$ cat config.mk
export PLATFORM = sky130hd
export DESIGN_NAME = jlc_link_config
export DESIGN_NICKNAME = d
export VERILOG_FILES = /design/src/design/jlc_pkg.sv /design/src/design/jlc_link_config.sv
export SDC_FILE = /design/constraint.sdc
export NUM_CORES = 1
export LEC_CHECK = 0
export BUFFER_PORTS_ARGS = -buffer_cell sky130_fd_sc_hd__buf_2
export CAP_MARGIN = 10
export CORE_ASPECT_RATIO = 0.7
export CORE_MARGIN = 3
export CORE_UTILIZATION = 35
export CTS_CLUSTER_DIAMETER = 50
export DETAILED_ROUTE_END_ITERATION = 8
export PLACE_DENSITY_LB_ADDON = 0.05
export SLEW_MARGIN = 15
export SYNTH_ARGS = -nofsm -noshare
export SYNTH_HDL_FRONTEND = slang
export SYNTH_SLANG_ARGS = --single-unit
$ cat constraint.sdc
create_clock -name clk -period 10.54 [get_ports clk]
set_input_delay 1.054 -clock clk [delete_from_list [all_inputs] [get_ports clk]]
set_output_delay 1.054 -clock clk [all_outputs]
set_load 0.1 [all_outputs]
$ cat src/design/jlc_pkg.sv
/*
  Shared constants, types and the link format table for the JESD204C
  link parameter configuration block.
  Assumes a 32-bit AXI4-Lite register bus with word-aligned registers.
*/
package jlc_pkg;

  // Register byte offsets
  localparam logic [7:0] OFS_CTRL = 8'h00;
  localparam logic [7:0] OFS_FORMAT = 8'h04;
  localparam logic [7:0] OFS_MULTIFRAME = 8'h08;
  localparam logic [7:0] OFS_DEVICE_ID = 8'h0c;
  localparam logic [7:0] OFS_LINK_PARAMS = 8'h10;
  localparam logic [7:0] OFS_SERDES = 8'h14;
  localparam logic [7:0] OFS_ALIGN_SEL = 8'h18;
  localparam logic [7:0] OFS_ALIGN_DATA = 8'h1c;

  // Field positions
  localparam int CTRL_ENABLE_BIT = 0;
  localparam int CTRL_SCRAMBLE_BIT = 1;
  localparam int SEL_OCTET_LSB = 8;

  // Reset values
  localparam logic [3:0] FORMAT_RESET = 4'h0;
  localparam logic [7:0] MULTIFRAME_RESET = 8'h1f;
  localparam logic [7:0] DEVICE_ID_RESET = 8'h00;

  // Fixed alignment field values, E value, alignment octet count and bus response codes
  localparam logic [2:0] SUBCLASS_VERSION = 3'h1;
  localparam logic [2:0] STANDARD_VERSION = 3'h1;
  localparam logic [7:0] EXT_MULTIBLOCK = 8'h01;
  localparam logic [3:0] ALIGN_OCTETS = 4'he;
  localparam logic [1:0] RESP_OKAY = 2'b00;
  localparam logic [1:0] RESP_SLVERR = 2'b10;

  // Per-mode derived parameters; r_x32 is R times 32
  typedef struct packed {
    logic enc_64b;
    logic [3:0] l;
    logic [3:0] m;
    logic [3:0] f;
    logic [3:0] s;
    logic [3:0] n;
    logic [3:0] n_tail;
    logic [9:0] r_x32;
  } jlc_mode_s;

  function automatic jlc_mode_s jlc_mode_lookup(input logic [3:0] sel);
    jlc_mode_s p;
    unique case (sel)
      4'h0: p = '{1'b0, 4'h8, 4'h8, 4'h8, 4'h5, 4'hc, 4'hc, 10'h100};
      4'h1: p = '{1'b0, 4'h6, 4'h4, 4'h2, 4'h2, 4'hc, 4'hc, 10'h140};
      4'h2: p = '{1'b0, 4'h4, 4'h4, 4'h1, 4'h1, 4'h8, 4'h8, 10'h140};
      4'h3: p = '{1'b0, 4'h4, 4'h4, 4'ha, 4'h8, 4'ha, 4'ha, 10'h190};
      4'h4: p = '{1'b1, 4'h3, 4'h4, 4'h2, 4'h1, 4'hc, 4'hc, 10'h210};
      4'h5: p = '{1'b1, 4'h2, 4'h4, 4'h2, 4'h1, 4'h8, 4'h8, 10'h210};
      4'h6: p = '{1'b1, 4'h6, 4'h4, 4'h2, 4'h2, 4'hc, 4'hc, 10'h108};
      4'h7: p = '{1'b1, 4'h4, 4'h4, 4'h1, 4'h1, 4'h8, 4'h8, 10'h108};
      4'h8: p = '{1'b1, 4'h4, 4'h4, 4'h3, 4'h2, 4'hc, 4'hc, 10'h18c};
      4'h9: p = '{1'b0, 4'h8, 4'h4, 4'h1, 4'h2, 4'h8, 4'h8, 10'h0a0};
      4'ha: p = '{1'b0, 4'h8, 4'h8, 4'h5, 4'h4, 4'ha, 4'ha, 10'h0c8};
      4'hb: p = '{1'b0, 4'h8, 4'h8, 4'h8, 4'h5, 4'hc, 4'hc, 10'h080};
      4'hc: p = '{1'b0, 4'h8, 4'h4, 4'h1, 4'h4, 4'h8, 4'h8, 10'h050};
      4'hd: p = '{1'b0, 4'h8, 4'h8, 4'h5, 4'h4, 4'ha, 4'ha, 10'h064};
      4'he: p = '{1'b1, 4'h8, 4'h8, 4'h3, 4'h2, 4'hc, 4'hc, 10'h0c6};
      4'hf: p = '{1'b1, 4'h8, 4'h8, 4'h3, 4'h2, 4'hc, 4'hc, 10'h063};
    endcase
    return p;
  endfunction : jlc_mode_lookup

  // Link outputs toward the framer and serializers
  typedef struct packed {
    jlc_mode_s mode;
    logic [8:0] k_frames;
    logic [7:0] e_blocks;
    logic [7:0] device_id;
    logic scramble;
  } jlc_link_cfg_s;

endpackage : jlc_pkg
$ cat src/design/jlc_link_config.sv
/*
  JESD204C transmit link parameter configuration with AXI4-Lite registers.
  Assumes one clock, a single-issue AXI4-Lite master and link logic that
  reads the configuration while the link enable is high.
*/
`timescale 1ns/1ns

// Behaviour
// - One written format code derives L, M, F, S, N, N', R and E; K, device identifier and scrambling are written separately.
// - Lane bit rate equals sampling clock times the derived factor R.
// - Factor R is the serializer PLL multiplication ratio.
// - K comes from the multiframe length field in 8B/10B only.
// - E is one in 64B/66B and ignored in 8B/10B.
// - Alignment parameter set is sent only in 8B/10B mode.
// - Adjust fields, bank, control words, high density, reserved read zero.
// - Control bits per sample is sent as zero.
// - Device identifier comes from a written register.
// - Each lane gets a derived identifier equal to its index.
// - L, F, N, N' and S derive from the selected mode.
// - Converter count M derives from the mode, receiver unpacks by M.
// - Checksum is the sum of preceding alignment fields modulo 256.
// - Parameters change only while disabled; disabled means reset, power down.
// - Lowest lanes are driven, higher unused lanes powered down.
module jlc_link_config #(
  parameter int LANES = 8
) (
  input wire logic clk,
  input wire logic rst_b,
  input wire logic s_axi_awvalid,
  output logic s_axi_awready,
  input wire logic [7:0] s_axi_awaddr,
  input wire logic s_axi_wvalid,
  output logic s_axi_wready,
  input wire logic [31:0] s_axi_wdata,
  input wire logic [3:0] s_axi_wstrb,
  output logic s_axi_bvalid,
  input wire logic s_axi_bready,
  output logic [1:0] s_axi_bresp,
  input wire logic s_axi_arvalid,
  output logic s_axi_arready,
  input wire logic [7:0] s_axi_araddr,
  output logic s_axi_rvalid,
  input wire logic s_axi_rready,
  output logic [31:0] s_axi_rdata,
  output logic [1:0] s_axi_rresp,
  output jlc_pkg::jlc_link_cfg_s link_cfg,
  output logic link_rst_b,
  output logic link_clk_en,
  output logic align_seq_en,
  output logic [LANES-1:0] lane_power_en
);

  if (LANES != 8)
  begin : g_lanes_check
    $error("LANES must be 8 to serve the format table");
  end

  logic serial_link_enable;
  logic scramble;
  logic [3:0] link_format_select;
  logic [7:0] multiframe_length_minus_one;
  logic [7:0] device_id;
  logic [2:0] sel_lane;
  logic [3:0] sel_octet;
  logic aw_held;
  logic w_held;
  logic [7:0] aw_addr;
  logic [31:0] w_data;
  logic [3:0] w_strb;
  logic [31:0] next_rdata;
  logic next_rerr;

  localparam int SEL_OCTET_MSB = jlc_pkg::SEL_OCTET_LSB + 3;
  localparam logic [3:0] SUM_OCTET = jlc_pkg::ALIGN_OCTETS - 4'h1;

  jlc_pkg::jlc_mode_s mode_now;
  jlc_pkg::jlc_mode_s mode_q;

  // Writes land when both address and data are held
  wire do_write = aw_held && w_held && !s_axi_bvalid;
  wire idle_link = !serial_link_enable;
  wire wr_ctrl = do_write && aw_addr == jlc_pkg::OFS_CTRL && w_strb[0];
  wire wr_format = do_write && aw_addr == jlc_pkg::OFS_FORMAT && w_strb[0];
  wire wr_mf = do_write && aw_addr == jlc_pkg::OFS_MULTIFRAME && w_strb[0];
  wire wr_id = do_write && aw_addr == jlc_pkg::OFS_DEVICE_ID && w_strb[0];
  wire wr_sel = do_write && aw_addr == jlc_pkg::OFS_ALIGN_SEL;
  wire wr_known = aw_addr == jlc_pkg::OFS_CTRL || aw_addr == jlc_pkg::OFS_FORMAT
    || aw_addr == jlc_pkg::OFS_MULTIFRAME || aw_addr == jlc_pkg::OFS_DEVICE_ID
    || aw_addr == jlc_pkg::OFS_ALIGN_SEL;
  wire [3:0] sel_octet_in = w_data[SEL_OCTET_MSB:jlc_pkg::SEL_OCTET_LSB];
  wire sel_octet_ok = sel_octet_in < jlc_pkg::ALIGN_OCTETS;

  assign s_axi_awready = !aw_held;
  assign s_axi_wready = !w_held;
  assign s_axi_arready = !s_axi_rvalid;

  // Mode table decode
  assign mode_now = jlc_pkg::jlc_mode_lookup(link_format_select);

  // Alignment field values for one lane, minus-one coded where the link wants it
  function automatic logic [7:0] align_octet(
    input logic [3:0] idx,
    input logic [2:0] lane,
    input jlc_pkg::jlc_mode_s p,
    input logic [7:0] did,
    input logic [7:0] kmf,
    input logic scr
  );
    logic [7:0] v;
    v = 8'h00;
    unique case (idx)
      4'h0: v = did;
      4'h2: v = {3'b000, 2'b00, lane};
      4'h3: v = {scr, 3'b000, p.l - 4'h1};
      4'h4: v = {4'h0, p.f - 4'h1};
      4'h5: v = kmf;
      4'h6: v = {4'h0, p.m - 4'h1};
      4'h7: v = {4'h0, p.n - 4'h1};
      4'h8: v = {jlc_pkg::SUBCLASS_VERSION, 1'b0, p.n_tail - 4'h1};
      4'h9: v = {jlc_pkg::STANDARD_VERSION, 1'b0, p.s - 4'h1};
      default: v = 8'h00;
    endcase
    return v;
  endfunction : align_octet

  // Checksum over field values, not over packed octets
  function automatic logic [7:0] align_sum(
    input logic [2:0] lane,
    input jlc_pkg::jlc_mode_s p,
    input logic [7:0] did,
    input logic [7:0] kmf,
    input logic scr
  );
    logic [7:0] sum;
    sum = did + {5'h00, lane} + {7'h00, scr};
    sum = sum + {4'h0, p.l - 4'h1} + {4'h0, p.f - 4'h1} + kmf;
    sum = sum + {4'h0, p.m - 4'h1} + {4'h0, p.n - 4'h1};
    sum = sum + {4'h0, p.n_tail - 4'h1} + {4'h0, p.s - 4'h1};
    sum = sum + {5'h00, jlc_pkg::SUBCLASS_VERSION};
    sum = sum + {5'h00, jlc_pkg::STANDARD_VERSION};
    return sum;
  endfunction : align_sum

  wire [7:0] sel_value = (sel_octet == SUM_OCTET)
    ? align_sum(sel_lane, mode_q, device_id, multiframe_length_minus_one, scramble)
    : align_octet(sel_octet, sel_lane, mode_q, device_id,
        multiframe_length_minus_one, scramble);

  // Lanes below L are powered
  function automatic logic [LANES-1:0] lane_mask(input logic [3:0] l);
    logic [LANES-1:0] m;
    m = '0;
    for (int i = 0; i < LANES; i++)
      m[i] = 4'(i) < l;
    return m;
  endfunction : lane_mask

  // Read mux
  always_comb
  begin
    next_rdata = 32'h0000_0000;
    next_rerr = 1'b0;
    unique case (s_axi_araddr)
      jlc_pkg::OFS_CTRL:
        next_rdata = {30'h0, scramble, serial_link_enable};
      jlc_pkg::OFS_FORMAT:
        next_rdata = {28'h0, link_format_select};
      jlc_pkg::OFS_MULTIFRAME:
        next_rdata = {24'h0, multiframe_length_minus_one};
      jlc_pkg::OFS_DEVICE_ID:
        next_rdata = {24'h0, device_id};
      jlc_pkg::OFS_LINK_PARAMS:
        next_rdata = {6'h0, align_seq_en, mode_q.enc_64b, mode_q.n_tail, mode_q.n,
          mode_q.s, mode_q.f, mode_q.m, mode_q.l};
      jlc_pkg::OFS_SERDES:
        next_rdata = {8'h0, lane_power_en, 6'h0, mode_q.r_x32};
      jlc_pkg::OFS_ALIGN_SEL:
        next_rdata = {20'h0, sel_octet, 5'h0, sel_lane};
      jlc_pkg::OFS_ALIGN_DATA:
        next_rdata = {24'h0, sel_value};
      default:
        next_rerr = 1'b1;
    endcase
  end

  // Write channel capture, either order
  always_ff @(posedge clk or negedge rst_b)
  begin
    if (!rst_b)
    begin
      aw_held <= 1'b0;
      w_held <= 1'b0;
      aw_addr <= 8'h00;
      w_data <= 32'h0000_0000;
      w_strb <= 4'h0;
    end
    else
    begin
      if (s_axi_awvalid && s_axi_awready)
      begin
        aw_held <= 1'b1;
        aw_addr <= s_axi_awaddr;
      end
      else if (do_write)
        aw_held <= 1'b0;
      if (s_axi_wvalid && s_axi_wready)
      begin
        w_held <= 1'b1;
        w_data <= s_axi_wdata;
        w_strb <= s_axi_wstrb;
      end
      else if (do_write)
        w_held <= 1'b0;
    end
  end

  // Write response
  always_ff @(posedge clk or negedge rst_b)
  begin
    if (!rst_b)
    begin
      s_axi_bvalid <= 1'b0;
      s_axi_bresp <= jlc_pkg::RESP_OKAY;
    end
    else if (do_write)
    begin
      s_axi_bvalid <= 1'b1;
      s_axi_bresp <= wr_known ? jlc_pkg::RESP_OKAY : jlc_pkg::RESP_SLVERR;
    end
    else if (s_axi_bready)
      s_axi_bvalid <= 1'b0;
  end

  // Read response
  always_ff @(posedge clk or negedge rst_b)
  begin
    if (!rst_b)
    begin
      s_axi_rvalid <= 1'b0;
      s_axi_rdata <= 32'h0000_0000;
      s_axi_rresp <= jlc_pkg::RESP_OKAY;
    end
    else if (s_axi_arvalid && s_axi_arready)
    begin
      s_axi_rvalid <= 1'b1;
      s_axi_rdata <= next_rdata;
      s_axi_rresp <= next_rerr ? jlc_pkg::RESP_SLVERR : jlc_pkg::RESP_OKAY;
    end
    else if (s_axi_rready)
      s_axi_rvalid <= 1'b0;
  end

  // Control and link parameter registers
  always_ff @(posedge clk or negedge rst_b)
  begin
    if (!rst_b)
    begin
      serial_link_enable <= 1'b0;
      scramble <= 1'b0;
      link_format_select <= jlc_pkg::FORMAT_RESET;
      multiframe_length_minus_one <= jlc_pkg::MULTIFRAME_RESET;
      device_id <= jlc_pkg::DEVICE_ID_RESET;
      sel_lane <= 3'h0;
      sel_octet <= 4'h0;
    end
    else
    begin
      if (wr_ctrl)
        serial_link_enable <= w_data[jlc_pkg::CTRL_ENABLE_BIT];
      if (wr_ctrl && idle_link)
        scramble <= w_data[jlc_pkg::CTRL_SCRAMBLE_BIT];
      if (wr_format && idle_link)
        link_format_select <= w_data[3:0];
      if (wr_mf && idle_link)
        multiframe_length_minus_one <= w_data[7:0];
      if (wr_id && idle_link)
        device_id <= w_data[7:0];
      if (wr_sel && w_strb[0])
        sel_lane <= w_data[2:0];
      if (wr_sel && w_strb[1] && sel_octet_ok)
        sel_octet <= sel_octet_in;
    end
  end

  // Registered link outputs
  always_ff @(posedge clk or negedge rst_b)
  begin
    if (!rst_b)
    begin
      mode_q <= '0;
      link_cfg <= '0;
      link_rst_b <= 1'b0;
      link_clk_en <= 1'b0;
      align_seq_en <= 1'b0;
      lane_power_en <= '0;
    end
    else
    begin
      mode_q <= mode_now;
      link_cfg.mode <= mode_q;
      link_cfg.k_frames <= mode_q.enc_64b ? 9'h000
        : {1'b0, multiframe_length_minus_one} + 9'h001;
      link_cfg.e_blocks <= mode_q.enc_64b ? jlc_pkg::EXT_MULTIBLOCK : 8'h00;
      link_cfg.device_id <= device_id;
      link_cfg.scramble <= scramble;
      link_rst_b <= serial_link_enable;
      link_clk_en <= serial_link_enable;
      align_seq_en <= serial_link_enable && !mode_q.enc_64b;
      lane_power_en <= serial_link_enable ? lane_mask(mode_q.l) : '0;
    end
  end

endmodule : jlc_link_config

==> out/results.ini, run 1 <==
[global_routing]
grt_pass1_vias = 6084
grt_pass1_wl_mm = 37.6
track_usage = 0.196
gr-total-overflow = 0
grt_max_degree = 102
antenna_found_initial = 0

[routing]
avgViaCountPerCell = 4.97
ant_nets = 0
drc = 0
drtIter0Drc = 398
post_drt_wl_per_cell_um = 20.4
vias = 6044
drt_wl_total_mm = 24.8
dr.pass1.iters = 5

[yosys]
synth_edf_count = 0
syn_area_um2 = 8530
yosys_warnings = 0
ys_ff_latch = 167
syn_avg_cell_area_um2 = 11.1
ys_types = 66
synth-main-ff-cell = dfrtp_1
ys_seq_area_frac = 0.491
synthCells = 769
ys_async_sr_fraction = 1.00

[die]
fp.dieH_um = 137
rows = 47
dieArea_um2 = 26300
die_w_um = 193
io_pins = 172
core_um2 = 23800
initial_core_util = 0.358

[place]
port_buffers = 130
place_area_um2 = 9320
hpwl_mm = 18.8
gp_congestion = 0.893

[worst_setup_path]
critPathKind = register to register
endpoint = s_axi_rdata[5]
r2r_start = mode_q[15]
worst-path-buf-inv = 4
r2r_end = s_axi_rdata[5]
cp_top_family = adder cells
path_depth = 16
startpoint = mode_q[15]
regToRegSetupSlack_ns = 5.42
max_stage_delay_ns = 0.58
critPathArrivalTime_ns = 5.44
cp-start-kind = register
cp_cell_sequence = inv_1 > ha_1 > xnor2_1 > fa_1 > inv_1 > fa_1 > fa_1 > inv_1 > fa_1 > inv_1 > ha_1 > a21o_1 > a211oi_1 > o21ai_0 > a221oi_1 > o21ai_0
rr_worst_depth = 16
cp_max_fo = 5
cpMaxStageDelayCell = fa_1
required_ns = 10.86
endpoint_kind = register

[clocking]
worstSkewPairLatency_ns = 0.45
cts_resized = 0
cts_tree = yes
cts_max_level = 4
cts_buffers = 17
cts.reportedPaths.clkPinSlew_ns = 0.07
post_cts_buffers = 0
clock-sinks = 167
cts_buffer_depth = 2
cts_root_buffer = clkbuf_16
holdBufCountCts = 0

[timing]
timing.fmax_mhz = 195
fin_crit_ns = 5.12
rsz0062_at_grt = false
drv_slew = 0
setup_viol = 0
tightest_slew_ns = 1.17
clock_skew_ns = 0.0102
max-slew-margin-rel = 0.223
finalCritPeriodShare = 0.486
whs_ns = 0.413
hold_violations = 0
fin_tns_setup_ns = 0

[hold_path]
min-delay-start = mode_q[1]
hp-class = register to register

[status]
status = finished clean

[pwr]
ir_drop_mv = 0.351
p_leak_nw = 4.92
power_density_nw_per_um2 = 330
power.total_w = 0.00328

[layout]
final_cell_mix = dfrtp_1 (162), buf_2 (129), inv_1 (76)
final_common_cell = dfrtp_1
fin_area_um2 = 9920
drive_gt1_frac = 0.265
syn_to_final_growth_pct = 16.3
layout.nets = 1000
fillers = 2339

[run]
drv_cap = 0

## where the power goes
| part | total, W | internal, W | switching [W] |
|---|---|---|---|
| Clock | 0.000642 | 0.000365 | 0.000277 |
| Combinational | 0.00171 | 0.000589 | 0.00112 |
| Sequential | 0.000919 | 0.000763 | 0.000156 |
| Total | 0.00328 | 0.00172 | 0.00156 |
## registers in the layout, indices dropped and copies added, names as in the netlist, 2 cells and up
register / flops
link_cfg: 46
s_axi_rdata: 26
w_strb: 2
multiframe_length_minus_one: 8
link_format_select: 4
sel_octet: 4
w_data: 12
sel_lane: 3
device_id: 8
lane_power_en: 8
aw_addr: 8
mode_q: 28
## worst min path at each step
stage	slack, ns	cells past startpoint	endpoint
after CTS	0.42	0	link_cfg[34]
after global placement	0.40	0	link_cfg[33]
after detailed placement	0.40	0	link_cfg[34]
after floorplan	0.35	0	link_cfg[26]
after global routing	0.42	0	link_cfg[34]
final	0.41	0	link_cfg[27]
## area by class of cell
class                           instances  area, um2  area share
Sequential cell                       167       4190       0.422
Multi-Input combinational cell        486       3760       0.379
Timing Repair Buffer                  133        679      0.0685
Clock buffer                           19        453      0.0456
Tap cell                              318        398      0.0401
Inverter                               78        293      0.0295
Clock inverter                         13        146      0.0148
Antenna cell                            2       5.00    0.000504
## metal layers
layer,vias to the layer above,global-route usage,wire [um]
li1,2824,-,-
met1,3017,0.301,12600
met2,173,0.270,10200
met3,30,0.0512,1600
met4,0,0.0554,363
met5,-,0,0
## per-stage QoR
stage / std cells / util / setup WS (ns)
finish: 1216 / 0.417 / 5.42
global route: 1214 / 0.416 / 5.10
CTS: 1214 / 0.416 / 5.39
detailed placement: 1182 / 0.391 / 5.39
global placement: 1182 / 0.391 / 5.41
floorplan: 787 / - / 6.18
## worst register-to-register path, stage by stage (launching register included)
cell and delay, ns:
dfrtp_1 0.52, inv_1 0.13, ha_1 0.23, xnor2_1 0.42
fa_1 0.50, inv_1 0.08, fa_1 0.43, fa_1 0.54
inv_1 0.05, fa_1 0.58, inv_1 0.05, ha_1 0.31
a21o_1 0.18, a211oi_1 0.21, o21ai_0 0.19, a221oi_1 0.45
o21ai_0 0.13
## synth_stat cells, drive strengths merged, types with 6 or more instances
cell / number / area [um2]
dfrtp: 162 / 4050
mux2i: 14 / 140
o21a: 6 / 45.0
xnor2: 16 / 140
nand2b: 10 / 62.6
nor3: 11 / 60.1
clkbuf: 30 / 163
nor2: 38 / 145
o21ai: 42 / 210
fa: 22 / 440
inv: 76 / 285
o31ai: 7 / 52.6
buf: 26 / 195
mux2: 52 / 586
ha: 36 / 450
nand4: 6 / 37.5
a21oi: 22 / 110
nor2b: 16 / 100
nand2: 61 / 229
a22oi: 11 / 82.6
nand3: 11 / 60.1
## logic make-up (layout without fill, tap and decap cells)
group | after synthesis | in the layout | synth area share
xor+xnor | 20 | 20 | 0.0205
simple gates | 184 | 184 | 0.111
mux | 69 | 69 | 0.0933
flops | 167 | 167 | 0.491
fa+ha+maj | 58 | 58 | 0.104
buf+inv | 134 | 243 | 0.0763
compound gates | 135 | 135 | 0.103
other cells | 2 | 22 | 0.000880
Power figures use the tool's default switching activity.
==> run 2, diff against run 1 <==
- clock period: 10.54 -> 4.4 ns (I/O delays scaled with it)
==> out/results.ini, run 2 (synthesized netlist as in run 1, its figures left out) <==
[status]
status = finished clean

[clocking]
holdBufCountCts = 0
clock-sinks = 167
cts_root_buffer = clkbuf_16
cts_max_level = 4
cts.reportedPaths.clkPinSlew_ns = 0.07
worstSkewPairLatency_ns = 0.45
cts_buffers = 17
cts_buffer_depth = 2
cts_tree = yes

[pwr]
clkPwrFrac = 0.181
pwr-share-comb = 0.579
power.switching_w = 0.00408
power_density_nw_per_um2 = 850
p_leak_nw = 5.20
internal_power_w = 0.00481
seqPwrFrac = 0.240
ir_drop_mv = 1.03
switching_share = 0.459
power.total_w = 0.00890

[routing]
drc = 0
post_drt_wl_per_cell_um = 20.3
drt_wl_total_mm = 25.6
drtIter0Drc = 431
avgViaCountPerCell = 4.95
ant_nets = 0
vias = 6238
dr.pass1.iters = 5

[die]
initial_core_util = 0.358
io_pins = 172
dieArea_um2 = 26300
die_w_um = 193
fp.dieH_um = 137
core_um2 = 23800
rows = 47

[worst_setup_path]
cp-start-kind = register
critPathArrivalTime_ns = 4.71
endpoint_kind = register
required_ns = 4.71
critPathKind = register to register
cp_max_fo = 3

[place]
dp_slack_ns = -0.243
place_area_um2 = 9640
hpwl_mm = 19.9
place_inst = 1223
port_buffers = 130
gp_congestion = 0.910

[timing]
whs_ns = 0.0946
max-slew-margin-rel = 0.368
drv_slew = 0
setup_viol = 0
finalCritPeriodShare = 1.00
clock_skew_ns = 0.0129
timing.fmax_mhz = 227
rsz0062_at_grt = true
setup_ws_ns = 0.00132
fin_crit_ns = 4.40
tightest_slew_ns = 0.948
hold_violations = 0

[layout]
fillers = 2280
final_cell_mix = dfrtp_1 (162), buf_2 (129), inv_1 (71)
layout.nets = 1047
instances_no_fill = 1261
reg_top3 = link_cfg x46, mode_q x28, s_axi_rdata x26
regArea_um2 = 4190
fin_area_um2 = 10500
largest_reg_flops = 46
antennaDiodeCount = 0
syn_to_final_growth_pct = 22.8
final_common_cell = dfrtp_1
drive_gt1_frac = 0.332
multi_input_comb_area_um2 = 3920
largest-register = link_cfg

[global_routing]
gr-total-overflow = 0
grt_pass1_vias = 6267
grt_max_degree = 99
track_usage = 0.203
antenna_found_initial = 0
grt_pass1_wl_mm = 39.0

[run]
drv_cap = 0

[hold_path]
hp-class = input pin to asynchronous set/reset pin

-- run 2: cell types whose count changed in the layout (fill, tap and decap cells not counted), sizes merged, moves of 2 or more --
cell,before,now
clkinv,10,4
clkbuf,19,17
inv,79,84
diode,2,0
buf,133,180
clkinvlp,0,2
-- run 2: final timing paths --
path / from / to / slack, ns / depth (start not counted)
worst min-delay path: rst_b / s_axi_rvalid / 0.09 / 1
worst max register to register: mode_q[30] / s_axi_rdata[4] / 0.001 / 18
max in group asynchronous: rst_b / multiframe_length_minus_one[0] / 3.40 / 2
worst min register to register: mode_q[1] / link_cfg[27] / 0.39 / 0
min in group clk: s_axi_bready / s_axi_bvalid / 0.16 / 2
worst max-delay path: mode_q[30] / s_axi_rdata[4] / 0.001 / 18
-- run 2: power groups by stage --
stage | Sequential, W | Clock (W) | Combinational, W
after floorplan | 0.00277 | 0 | 0.00253
after global placement | 0.00215 | 0 | 0.00419
after detailed placement | 0.00216 | 0 | 0.00422
after CTS | 0.00214 | 0.00165 | 0.00455
after global routing | 0.00219 | 0.00172 | 0.00573
final | 0.00214 | 0.00161 | 0.00515
-- run 2: timing repair --
action                                  4_1_cts  5_1_grt
pin swaps                                    18        5
setup buffers                                 6        1
hold endpoints to repair                      0        0
gates resized for setup                      20       18
endpoints found under the setup margin        5        5
-- run 2: final cells by class --
cell class	count	share of cell area
multi-input combinational	486	0.374
timing repair buffer	180	0.0998
clock buffer	17	0.0406
clock inverter	15	0.0198
sequential	167	0.400
tap	318	0.0380
inverter	78	0.0280
-- run 2: critical path, stage by stage (launching register included) --
cell	delay [ns]
dfrtp_1	0.39
inv_2	0.06
ha_4	0.18
xnor2_4	0.16
fa_2	0.58
inv_2	0.04
fa_1	0.46
fa_1	0.51
inv_2	0.04
fa_1	0.43
inv_1	0.07
ha_2	0.18
inv_2	0.04
fa_2	0.36
buf_4	0.15
xor2_2	0.13
o32ai_2	0.11
a221oi_2	0.29
o21ai_1	0.09
-- run 2: metal layers --
metal  routed length [um]  part of all wire  vias to the layer above  track usage
met3                 1620             0.063                       18       0.0599
met5                    0                 0                        -            0
met4                  301             0.012                        0       0.0497
li1                     -                 -                     2910            -
met2                10500              0.41                      162        0.276
met1                13200              0.52                     3148        0.311
-- run 2: through the flow --
stage,setup TNS [ns],util
floorplan,0,-
global placement,-0.462,0.405
detailed placement,-0.714,0.405
CTS,-0.00316,0.436
global route,-0.628,0.440
finish,0,0.440
==> run 3, diff against run 2 <==
- clock period: 4.4 -> 4.3 ns (I/O delays scaled with it)
==> out/results.ini, run 3 (synthesized netlist as in run 1, its figures left out) <==
[routing]
ant_nets = 0
dr.pass1.iters = 6
drtIter0Drc = 565
drt_wl_total_mm = 26.5
post_drt_wl_per_cell_um = 20.7
vias = 6370
drc = 0
avgViaCountPerCell = 4.96

[worst_setup_path]
cp-start-kind = register
critPathKind = register to register
endpoint_kind = register
crit_top_cell = fa_1
required_ns = 4.65
cp_cell_sequence = inv_2 > ha_4 > xnor2_4 > fa_1 > inv_1 > fa_1 > fa_1 > inv_2 > fa_1 > inv_1 > ha_2 > inv_2 > fa_2 > nor2b_2 > o21ai_2 > buf_4 > a211oi_2 > o31ai_2 > o211ai_1
cp_top_family = adder cells
worst-path-buf-inv = 6
cp_max_fo = 3
cpMaxStageDelayCell = fa_1
max_stage_delay_ns = 0.52
critPathArrivalTime_ns = 4.78

[layout]
fillers = 2267
layout.nets = 1070
multi_input_comb_area_um2 = 3920
drive_gt1_frac = 0.343
antennaDiodeCount = 0
regArea_um2 = 4190
largest_reg_flops = 46
final_common_cell = dfrtp_1
final_cell_mix = dfrtp_1 (161), buf_2 (129), inv_1 (72)
syn_to_final_growth_pct = 24.8
largest-register = link_cfg
reg_top3 = link_cfg x46, mode_q x28, s_axi_rdata x26

[clocking]
cts_buffer_depth = 2
holdBufCountCts = 0
cts_buffers = 17
worstSkewPairLatency_ns = 0.44
cts_tree = yes
cts_max_level = 4
cts_root_buffer = clkbuf_16
clock-sinks = 167
cts.reportedPaths.clkPinSlew_ns = 0.07

[hold_path]
hp-class = input pin to asynchronous set/reset pin

[timing]
finalCritPeriodShare = 1.03
clock_skew_ns = 0.0120
rsz0062_at_grt = true
tightest_slew_ns = 1.07
setup_ws_ns = -0.127
max-slew-margin-rel = 0.283
fin_crit_ns = 4.43
whs_ns = 0.147
hold_violations = 0
setup_viol = 3
drv_slew = 0
timing.fmax_mhz = 226

[die]
rows = 47
fp.dieH_um = 137
dieArea_um2 = 26300
initial_core_util = 0.358
io_pins = 172
die_w_um = 193
core_um2 = 23800

[status]
status = finished with violations
violations = setup timing

[place]
hpwl_mm = 19.9
port_buffers = 130
gp_congestion = 0.904
dp_slack_ns = -0.271

[pwr]
ir_drop_mv = 0.952
p_leak_nw = 5.28
power_density_nw_per_um2 = 866

[global_routing]
grt_max_degree = 112
grt_pass1_vias = 6572
gr-total-overflow = 0
track_usage = 0.211
grt_pass1_wl_mm = 40.6
antenna_found_initial = 1

[run]
drv_cap = 0

[run 3: cell count changes in the layout (fill, tap and decap cells not counted), moves of 3 or more]
cell    previous run  this run
xor2_1             1         4
inv_6              5         0
xor2_2             3         0
buf_4             49        70
[run 3: report_power, final]
part | total (W) | switching [W] | internal [W] | leakage, nW
Clock | 0.00163 | 0.000672 | 0.000955 | 0.292
Combinational | 0.00540 | 0.00318 | 0.00221 | 2.82
Sequential | 0.00220 | 0.000325 | 0.00187 | 2.16
[run 3: final cells by class]
cell class                      count  share of cell area
Tap cell                          318              0.0374
Clock inverter                     12              0.0159
Sequential cell                   167               0.393
Inverter                           78              0.0275
Clock buffer                       20              0.0429
Multi-Input combinational cell    486               0.368
Timing Repair Buffer              203               0.115
[run 3: stage by stage]
step | area [um2] | std cells | utilization | setup TNS (ns) | total power (W)
after CTS | 10600 | 1287 | 0.445 | -0.107 | 0.00889
after global placement | 9660 | 1224 | 0.405 | -0.709 | 0.00654
after global routing | 10600 | 1284 | 0.447 | -1.07 | 0.00990
final | 10600 | 1284 | 0.447 | -0.253 | 0.00922
after floorplan | 8610 | 787 | - | 0 | 0.00544
after detailed placement | 9660 | 1224 | 0.405 | -0.937 | 0.00654
[run 3: timing repair]
action	4_1_cts	5_1_grt
setup buffers	31	1
endpoints found under the hold margin	0	0
gates resized for setup	20	16
endpoints found under the setup margin	5	6
pin swaps	22	12
[run 3: routing by layer]
layer  vias to the layer above  global-route usage  wire [um]
li1                       2955                   -          -
met1                      3220               0.317      13600
met2                       175               0.301      11100
met3                        20              0.0627       1630
met4                         0              0.0437        223
met5                         -                   0          0
[run 3: path summary, 6_finish.rpt]
path / from / to / slack, ns / cells past startpoint
worst max-delay path: mode_q[31] / s_axi_rdata[6] / -0.13 / 19
worst min register to register: mode_q[1] / link_cfg[27] / 0.39 / 0
worst max register to register: mode_q[31] / s_axi_rdata[6] / -0.13 / 19
min in group clk: s_axi_bready / s_axi_bvalid / 0.17 / 2
worst min-delay path: rst_b / link_cfg[39] / 0.15 / 1
max in group asynchronous: rst_b / multiframe_length_minus_one[2] / 3.23 / 2
